**src/inc/aercs_pkg.sv**
```systemverilog
// constants and carrier types for the error severity and correctable status bank
package aercs_pkg;

  // byte addresses on the register bus
  localparam logic [11:0] ADDR_SEVERITY   = 12'h10c;
  localparam logic [11:0] ADDR_COR_STATUS = 12'h110;
  localparam logic [11:0] ADDR_IRQ_STATUS = 12'h140;
  localparam logic [11:0] ADDR_IRQ_ENABLE = 12'h144;
  localparam logic [11:0] ADDR_IRQ_CLEAR  = 12'h148;

  // severity selector positions
  localparam int SEV_ECRC_BIT = 19;
  localparam int SEV_UR_BIT   = 20;
  localparam int SEV_ACS_BIT  = 21;
  localparam int SEV_DBE_BIT  = 31;

  // correctable status positions
  localparam int COR_RCV_BIT     = 0;
  localparam int COR_TLP_BIT     = 6;
  localparam int COR_DLLP_BIT    = 7;
  localparam int COR_ROLL_BIT    = 8;
  localparam int COR_TIMEOUT_BIT = 12;
  localparam int COR_ADV_BIT     = 13;
  localparam int COR_SBE_BIT     = 31;

  // implemented bits and reset values
  localparam logic [31:0] SEV_IMPL  = 32'h8038_0000;
  localparam logic [31:0] SEV_RESET = 32'h0000_0000;
  localparam logic [31:0] COR_IMPL  = 32'h8000_31c1;
  localparam logic [31:0] COR_RESET = 32'h0000_0000;

  // interrupt status layout
  localparam int          IRQ_W         = 3;
  localparam int          IRQ_FATAL_BIT = 0;
  localparam int          IRQ_NONF_BIT  = 1;
  localparam int          IRQ_COR_BIT   = 2;
  localparam logic [IRQ_W-1:0] IRQ_RESET = 3'h0;

  // uncorrectable events with a severity selector here
  typedef struct packed {
    logic ecrc;
    logic ur;
    logic acs;
    logic dbe;
  } aercs_unc_evt_t;

  // correctable events
  typedef struct packed {
    logic rcv;
    logic bad_tlp;
    logic bad_dllp;
    logic rollover;
    logic timeout;
    logic advisory;
    logic single_bit_memory_error;
  } aercs_cor_evt_t;

endpackage : aercs_pkg

```
**src/rtl/aercs_regs.sv**
```systemverilog
// error severity selectors and correctable status bank with wishbone slave
`timescale 1ns/100ps
`default_nettype none
// Notes on behaviour
// RULE_01 - severity bits 19, 20, 21 and 31 are writable selectors
// RULE_02 - unmasked uncorrectable event with selector one reports fatal
// RULE_03 - unmasked uncorrectable event with selector zero reports non-fatal
// RULE_04 - masked uncorrectable events report at neither severity
// RULE_05 - double-bit selector reads zero, ignores writes without double-bit enable
// RULE_06 - selectors reset to zero; bits 30 to 22 read zero
// RULE_07 - receiver error sets status bit 0
// RULE_08 - bad packet sets status bit 6
// RULE_09 - bad link packet sets status bit 7
// RULE_10 - replay number rollover sets status bit 8
// RULE_11 - replay timer expiry sets status bit 12
// RULE_12 - advisory non-fatal condition sets status bit 13
// RULE_13 - single-bit memory error sets bit 31 while single-bit enable set
// RULE_14 - status bit 31 reads zero, unwritable without single-bit enable
// RULE_15 - correctable event masked in its mask bit is not reported
// RULE_16 - double-bit enable gates double-bit errors out of reporting entirely
// RULE_17 - status bits reset zero, clear on write one, reserved read zero
// RULE_18 - sticky bits survive hot reset, cleared only by power-on reset
module aercs_regs (
  // clock and power-on reset
  input  wire logic                    clk_i,
  input  wire logic                    rst_i,
  // hot or link-down reset, spares sticky bits
  input  wire logic                    hot_reset_i,
  // wishbone slave
  input  wire logic                    wb_cyc_i,
  input  wire logic                    wb_stb_i,
  input  wire logic                    wb_we_i,
  input  wire logic [11:0]             wb_adr_i,
  input  wire logic [3:0]              wb_sel_i,
  input  wire logic [31:0]             wb_dat_i,
  output logic      [31:0]             wb_dat_o,
  output logic                         wb_ack_o,
  // masks and memory error control
  input  wire logic [31:0]             uncor_mask_i,
  input  wire logic [31:0]             cor_mask_i,
  input  wire logic                    double_bit_report_enable_i,
  input  wire logic                    single_bit_report_enable_i,
  // error events, one-cycle pulses
  input  wire aercs_pkg::aercs_unc_evt_t unc_evt_i,
  input  wire aercs_pkg::aercs_cor_evt_t cor_evt_i,
  // reports and interrupt
  output logic                         fatal_report_o,
  output logic                         nonfatal_report_o,
  output logic                         correctable_report_o,
  output logic                         irq_o
);

  logic                        ack_reg;
  logic [31:0]                 dat_reg;
  logic [31:0]                 sev_reg;
  logic [31:0]                 sev_next;
  logic [31:0]                 cor_reg;
  logic [31:0]                 cor_next;
  logic [31:0]                 cor_set;
  logic [31:0]                 cor_clr;
  logic [31:0]                 unc_vec;
  logic [31:0]                 cor_vec;
  logic [31:0]                 unc_live;
  logic [31:0]                 cor_live;
  logic [31:0]                 wmask;
  logic [aercs_pkg::IRQ_W-1:0] ist_reg;
  logic [aercs_pkg::IRQ_W-1:0] ist_next;
  logic [aercs_pkg::IRQ_W-1:0] ien_reg;
  logic [aercs_pkg::IRQ_W-1:0] irq_set;
  logic                        fatal_reg;
  logic                        nonf_reg;
  logic                        corr_reg;
  logic                        irq_reg;
  logic                        req;
  logic                        wr_fire;
  logic                        sev_wr;
  logic                        cor_wr;
  logic                        ien_wr;
  logic                        iclr_wr;
  logic                        dbe_en;
  logic                        sbe_en;

  assign dbe_en = double_bit_report_enable_i;
  assign sbe_en = single_bit_report_enable_i;

  // bus decode; a write lands on the edge where ack is sampled
  assign req     = wb_cyc_i & wb_stb_i;
  assign wr_fire = req & wb_we_i & ack_reg;
  assign sev_wr  = wr_fire & (wb_adr_i == aercs_pkg::ADDR_SEVERITY);
  assign cor_wr  = wr_fire & (wb_adr_i == aercs_pkg::ADDR_COR_STATUS);
  assign ien_wr  = wr_fire & (wb_adr_i == aercs_pkg::ADDR_IRQ_ENABLE);
  assign iclr_wr = wr_fire & (wb_adr_i == aercs_pkg::ADDR_IRQ_CLEAR);
  assign wmask   = {{8{wb_sel_i[3]}}, {8{wb_sel_i[2]}},
                    {8{wb_sel_i[1]}}, {8{wb_sel_i[0]}}};

  // ack one cycle after the request, dropped the cycle after
  always_ff @(posedge clk_i) begin
    if (rst_i || hot_reset_i) begin
      ack_reg <= 1'b0;
    end else begin
      ack_reg <= req & ~ack_reg;
    end
  end

  // read data captured with the request; unmapped reads zero
  always_ff @(posedge clk_i) begin
    if (rst_i || hot_reset_i) begin
      dat_reg <= 32'h0000_0000;
    end else if (req && !ack_reg) begin
      unique case (wb_adr_i)
        aercs_pkg::ADDR_SEVERITY:   dat_reg <= sev_reg & aercs_pkg::SEV_IMPL; // RULE_06
        aercs_pkg::ADDR_COR_STATUS: dat_reg <= cor_reg & aercs_pkg::COR_IMPL; // RULE_17
        aercs_pkg::ADDR_IRQ_STATUS: dat_reg <= {29'h0000_0000, ist_reg};
        aercs_pkg::ADDR_IRQ_ENABLE: dat_reg <= {29'h0000_0000, ien_reg};
        default:                    dat_reg <= 32'h0000_0000;
      endcase
    end
  end

  // event vectors in register layout
  always_comb begin
    unc_vec = 32'h0000_0000;
    unc_vec[aercs_pkg::SEV_ECRC_BIT] = unc_evt_i.ecrc;
    unc_vec[aercs_pkg::SEV_UR_BIT]   = unc_evt_i.ur;
    unc_vec[aercs_pkg::SEV_ACS_BIT]  = unc_evt_i.acs;
    unc_vec[aercs_pkg::SEV_DBE_BIT]  = unc_evt_i.dbe & dbe_en; // RULE_16
    cor_vec = 32'h0000_0000;
    cor_vec[aercs_pkg::COR_RCV_BIT]     = cor_evt_i.rcv;      // RULE_07
    cor_vec[aercs_pkg::COR_TLP_BIT]     = cor_evt_i.bad_tlp;  // RULE_08
    cor_vec[aercs_pkg::COR_DLLP_BIT]    = cor_evt_i.bad_dllp; // RULE_09
    cor_vec[aercs_pkg::COR_ROLL_BIT]    = cor_evt_i.rollover; // RULE_10
    cor_vec[aercs_pkg::COR_TIMEOUT_BIT] = cor_evt_i.timeout;  // RULE_11
    cor_vec[aercs_pkg::COR_ADV_BIT]     = cor_evt_i.advisory; // RULE_12
    cor_vec[aercs_pkg::COR_SBE_BIT]     = cor_evt_i.single_bit_memory_error & sbe_en; // RULE_13
  end

  // severity selectors
  always_comb begin
    sev_next = sev_reg;
    if (sev_wr) begin
      sev_next = ((sev_reg & ~wmask) | (wb_dat_i & wmask)) & aercs_pkg::SEV_IMPL; // RULE_01
    end
    if (!dbe_en) begin
      sev_next[aercs_pkg::SEV_DBE_BIT] = 1'b0; // RULE_05
    end
  end

  // sticky: only power-on reset clears it
  always_ff @(posedge clk_i) begin
    if (rst_i) begin
      sev_reg <= aercs_pkg::SEV_RESET; // RULE_06 RULE_18
    end else begin
      sev_reg <= sev_next;
    end
  end

  // correctable status, set wins over write-one clear
  assign cor_set = cor_vec & aercs_pkg::COR_IMPL;
  assign cor_clr = cor_wr ? (wb_dat_i & wmask) : 32'h0000_0000;

  for (genvar i = 0; i < 32; i++) begin : g_cor
    if (!aercs_pkg::COR_IMPL[i]) begin : g_rsvd
      assign cor_next[i] = 1'b0;
    end else if (i == aercs_pkg::COR_SBE_BIT) begin : g_sbe
      assign cor_next[i] = sbe_en & (cor_set[i] | (cor_reg[i] & ~cor_clr[i])); // RULE_14
    end else begin : g_evt
      assign cor_next[i] = cor_set[i] | (cor_reg[i] & ~cor_clr[i]); // RULE_17
    end
  end

  // sticky: only power-on reset clears it
  always_ff @(posedge clk_i) begin
    if (rst_i) begin
      cor_reg <= aercs_pkg::COR_RESET; // RULE_18
    end else begin
      cor_reg <= cor_next;
    end
  end

  // error reporting toward the root complex
  assign unc_live = unc_vec & ~uncor_mask_i & aercs_pkg::SEV_IMPL; // RULE_04
  assign cor_live = cor_set & ~cor_mask_i; // RULE_15

  always_ff @(posedge clk_i) begin
    if (rst_i || hot_reset_i) begin
      fatal_reg <= 1'b0;
      nonf_reg  <= 1'b0;
      corr_reg  <= 1'b0;
    end else begin
      fatal_reg <= |(unc_live & sev_reg);  // RULE_02
      nonf_reg  <= |(unc_live & ~sev_reg); // RULE_03
      corr_reg  <= |cor_live;
    end
  end

  // interrupt status, enable and clear
  always_comb begin
    irq_set = aercs_pkg::IRQ_RESET;
    irq_set[aercs_pkg::IRQ_FATAL_BIT] = fatal_reg;
    irq_set[aercs_pkg::IRQ_NONF_BIT]  = nonf_reg;
    irq_set[aercs_pkg::IRQ_COR_BIT]   = corr_reg;
    ist_next = ist_reg;
    if (iclr_wr) begin
      ist_next = ist_reg & ~wb_dat_i[aercs_pkg::IRQ_W-1:0];
    end
    ist_next = ist_next | irq_set;
  end

  always_ff @(posedge clk_i) begin
    if (rst_i || hot_reset_i) begin
      ist_reg <= aercs_pkg::IRQ_RESET;
    end else begin
      ist_reg <= ist_next;
    end
  end

  always_ff @(posedge clk_i) begin
    if (rst_i || hot_reset_i) begin
      ien_reg <= aercs_pkg::IRQ_RESET;
    end else if (ien_wr && wb_sel_i[0]) begin
      ien_reg <= wb_dat_i[aercs_pkg::IRQ_W-1:0];
    end
  end

  always_ff @(posedge clk_i) begin
    if (rst_i || hot_reset_i) begin
      irq_reg <= 1'b0;
    end else begin
      irq_reg <= |(ist_reg & ien_reg);
    end
  end

  assign wb_ack_o             = ack_reg;
  assign wb_dat_o             = dat_reg;
  assign fatal_report_o       = fatal_reg;
  assign nonfatal_report_o    = nonf_reg;
  assign correctable_report_o = corr_reg;
  assign irq_o                = irq_reg;
endmodule : aercs_regs
`default_nettype wire

```
**config.mk**
```make
export PLATFORM = sky130hd
export DESIGN_NAME = aercs_regs
export DESIGN_NICKNAME = d
export VERILOG_FILES = /design/src/inc/aercs_pkg.sv /design/src/rtl/aercs_regs.sv
export SDC_FILE = /design/constraint.sdc
export NUM_CORES = 1
export LEC_CHECK = 0
export BUFFER_PORTS_ARGS = -buffer_cell sky130_fd_sc_hd__clkbuf_2
export CAP_MARGIN = 20
export CORE_AREA = 3 3 74 76
export DETAILED_ROUTE_END_ITERATION = 16
export DIE_AREA = 0 0 77 79
export GPL_ROUTABILITY_DRIVEN = 1
export PLACE_DENSITY = 0.85
export SLEW_MARGIN = 20
export SYNTH_ARGS = -nofsm -noshare
export SYNTH_HDL_FRONTEND = slang
export SYNTH_SLANG_ARGS = --single-unit
```
**constraint.sdc**
```tcl
create_clock -name clk_i -period 2.73 [get_ports clk_i]
set_clock_uncertainty 0.15 [all_clocks]
set_input_delay 0.546 -clock clk_i [delete_from_list [all_inputs] [get_ports clk_i]]
set_output_delay 0.546 -clock clk_i [all_outputs]
set_load 0.005 [all_outputs]
```
==> summary.txt <==
Yosys
  – Post-Syn Instances: 199
  – Yosys cell types: 35
  – Register bit total from synthesis: 34
  – Synth warnings: 0
  – Seq/Total Area, Yosys: 0.406
  – Mapped Area: 1680 um2
  – Syn Area/Cell: 8.43 um2

Routing
  – Wire per inst: 13.1 um
  – DRC viols: 0
  – DR pass1 iterations: 4
  – Drt first-iter violations: 67
  – DRT antenna net count: 0
  – DR vias: 1652
  – Via density: 4.83
  – Overall routed net length: 4.47 mm

Worst setup path
  – CP max stage cell: nor4b_4
  – CP Launch Type: input pin
  – CP Class: input pin to flip-flop
  – Worst Setup End Kind: flip-flop
  – CP Max Fanout: 9
  – Largest delay contributor family on the critical path: simple AND/OR/NAND/NOR gates
  – CP Cell Sequence: clkbuf_2 -> nor4b_4 -> nand4_1 -> nor3b_1 -> a31oi_1
  – Worst reg2reg path depth: 4
  – Worst Path Arrival: 1.88 ns
  – Reg2reg start: wb_ack_o$_SDFF_PP0_
  – Crit path required time: 2.73 ns
  – Buf/Inv on CP: 1
  – Flop2flop setup slack: 0.90 ns
  – CP peak stage delay: 0.47 ns
  – FF-to-FF End: ist_reg[1]$_SDFF_PP0_

Floorplanning
  – # IOs: 168
  – Die height: 79 um
  – Core box area: 4790 um2
  – Row cnt: 25
  – Die W: 77 um
  – Die area: 6080 um2
  – Starting Density: 0.351

Worst hold path
  – Hold WC Path Type: flip-flop to flip-flop
  – Hold Crit Start: wb_dat_o[21]$_SDFFE_PP0P_
  – Hold Path Stages: 2
  – Hold worst-path end: wb_dat_o[21]$_SDFFE_PP0P_

Global routing
  – Routing usage on met3: 0.0408
  – Initial antenna violation count: 0
  – First-pass GRT wire length: 7.04 mm
  – GRT Overall Usage: 0.147
  – Grt met2 use: 0.227
  – Global route total overflow: 0
  – Pin count of the biggest net entering global routing: 14
  – GR peak layer: met2
  – M1 GR Usage: 0.194
  – Vias in the first global route: 1550

Pwr
  – VDD IR-drop max: 0.000214 V
  – P_leak: 0.939 nW
  – PD cells: 473 nW/um2

CTS
  – Clock transition at path regs: 0.07 ns
  – Clk_lat worst skew: 0.29 ns
  – Post-CTS setup buffers: 0
  – Post-cts resize count: 0
  – CTS Sinks: 34
  – Num CTS Buffers: 5
  – CTS Buffer Depth: 2
  – H-tree Lvls: 2
  – Root Driver: clkbuf_8
  – TritonCTS clock tree: yes
  – Post-CTS Hold Buffers: 0

Layout
  – Leading cell types in the layout, fill and taps excluded: 74 x clkbuf_2, 34 x dfxtp_1, 20 x conb_1
  – Final #Nets: 405
  – Layout filler cell count: 488
  – Area delta synth->final: 26.5%
  – Multi-input logic area: 860 um2
  – Most common cell after layout, fill and taps aside: clkbuf_2
  – Layout cells sized above 1: 0.316
  – Ant diodes: 0
  – Area taken by flip-flops and latches: 681 um2

Timing
  – Worst slew margin: 0.667
  – Part of the cycle the worst path needs: 0.686
  – Final count of negative-setup-slack endpoints: 0
  – Maximum clock rate: 534 MHz
  – Final Max Slew Viols: 0
  – Min Tclk post-route: 1.87 ns
  – Final hold vios: 0
  – Setup WS post-layout: 0.857 ns
  – Total Neg Setup Slack: 0 ns
  – Tightest Pin Transition: 0.499 ns
  – RSZ-0062 raised after global routing: no

Placement
  – Place WS: 0.555 ns
  – # port buffers: 74
  – RePlAce Congestion: 0.786
  – Detail Placement HPWL: 3.64 mm

Run
  – Max-cap viol count: 0

Outcome
  – Run status: finished, final reports clean
==> worst min-delay path: cells and delay by family, from the launching register on <==
| kind | cells | cell delay, ns |
|---|---|---|
| AO/OA/AOI/OAI | 1 | 0.05 |
| flip-flops | 1 | 0.31 |
| AND/OR/NAND/NOR | 1 | 0.05 |
==> routing by layer <==
metal,vias up,part of all wire
met5,-,0
met4,0,0.013
met3,4,0.10
met2,84,0.44
met1,726,0.45
li1,838,-
==> synthesized netlist by cell type, drive strengths merged <==
| master | instances | share of area |
|---|---|---|
| dfxtp | 34 | 0.41 |
| conb | 1 | 0.0022 |
| clkbuf | 3 | 0.0067 |
| nand2 | 17 | 0.038 |
| mux2i | 2 | 0.012 |
| o22ai | 2 | 0.0075 |
| nor3b | 6 | 0.027 |
| nand3 | 9 | 0.027 |
| a32o | 1 | 0.0060 |
| mux2 | 1 | 0.0067 |
| o221ai | 1 | 0.0052 |
| and3b | 2 | 0.011 |
| nand4 | 9 | 0.034 |
| and4 | 5 | 0.027 |
| a22o | 5 | 0.026 |
| a31oi | 4 | 0.015 |
| a222oi | 1 | 0.0060 |
| nor4b | 2 | 0.019 |
| or2 | 1 | 0.0037 |
| nand2b | 2 | 0.0075 |
| nor3 | 2 | 0.0060 |
| nor2 | 9 | 0.020 |
| nor4 | 2 | 0.016 |
| buf | 22 | 0.095 |
| nor2b | 1 | 0.0037 |
| a21oi | 19 | 0.057 |
| nand3b | 6 | 0.027 |
| inv | 10 | 0.022 |
| o21ai | 20 | 0.060 |
==> report_power, final <==
group	switching, mW	leakage [nW]	internal [mW]
Clock	0.177	0.0482	0.203
Sequential	0.00586	0.277	0.507
Combinational	0.0609	0.614	0.0508
==> area by class of cell <==
type                    instances  share of cell area
well taps                      67              0.0395
flip-flops and latches         34               0.321
repair buffers                 74               0.174
inverters                      10              0.0177
clock inverters                 1             0.00236
multi-input cells             149               0.405
clock buffers                   7              0.0407
==> kinds of logic (layout without fill, tap and decap cells) <==
logic type      after synthesis  count (layout)  share of synthesized area
compound gates               53              53                      0.182
buf+inv                      35              92                      0.125
flops                        34              34                      0.406
simple gates                 73              73                      0.267
mux                           3               3                     0.0186
other cells                   1              20                    0.00223
==> worst max path at each step <==
stage | startpoint | endpoint | slack, ns | depth (start not counted)
floorplan | wb_adr_i[5] | ist_reg[0]$_SDFF_PP0_ | 0.99 | 4
global placement | wb_adr_i[2] | cor_reg[31]$_SDFF_PP0_ | 0.58 | 5
detailed placement | wb_adr_i[11] | ist_reg[1]$_SDFF_PP0_ | 0.56 | 5
CTS | wb_adr_i[11] | ist_reg[1]$_SDFF_PP0_ | 0.85 | 5
global route | wb_adr_i[5] | ist_reg[1]$_SDFF_PP0_ | 0.65 | 5
finish | wb_adr_i[5] | ist_reg[1]$_SDFF_PP0_ | 0.86 | 5
==> metrics by stage <==
stage | hold WS, ns | util | area [um2] | std cells | power [mW]
2_1_floorplan | 0.286 | - | 1750 | 218 | 0.592
3_3_place_gp | 0.291 | 0.425 | 2030 | 334 | 0.632
3_5_place_dp | 0.301 | 0.425 | 2030 | 334 | 0.634
4_1_cts | 0.312 | 0.444 | 2120 | 342 | 1.01
5_1_grt | 0.319 | 0.444 | 2120 | 342 | 1.05
6_report | 0.307 | 0.444 | 2120 | 342 | 1.00
Note: power is estimated with default switching activity, not from simulation.
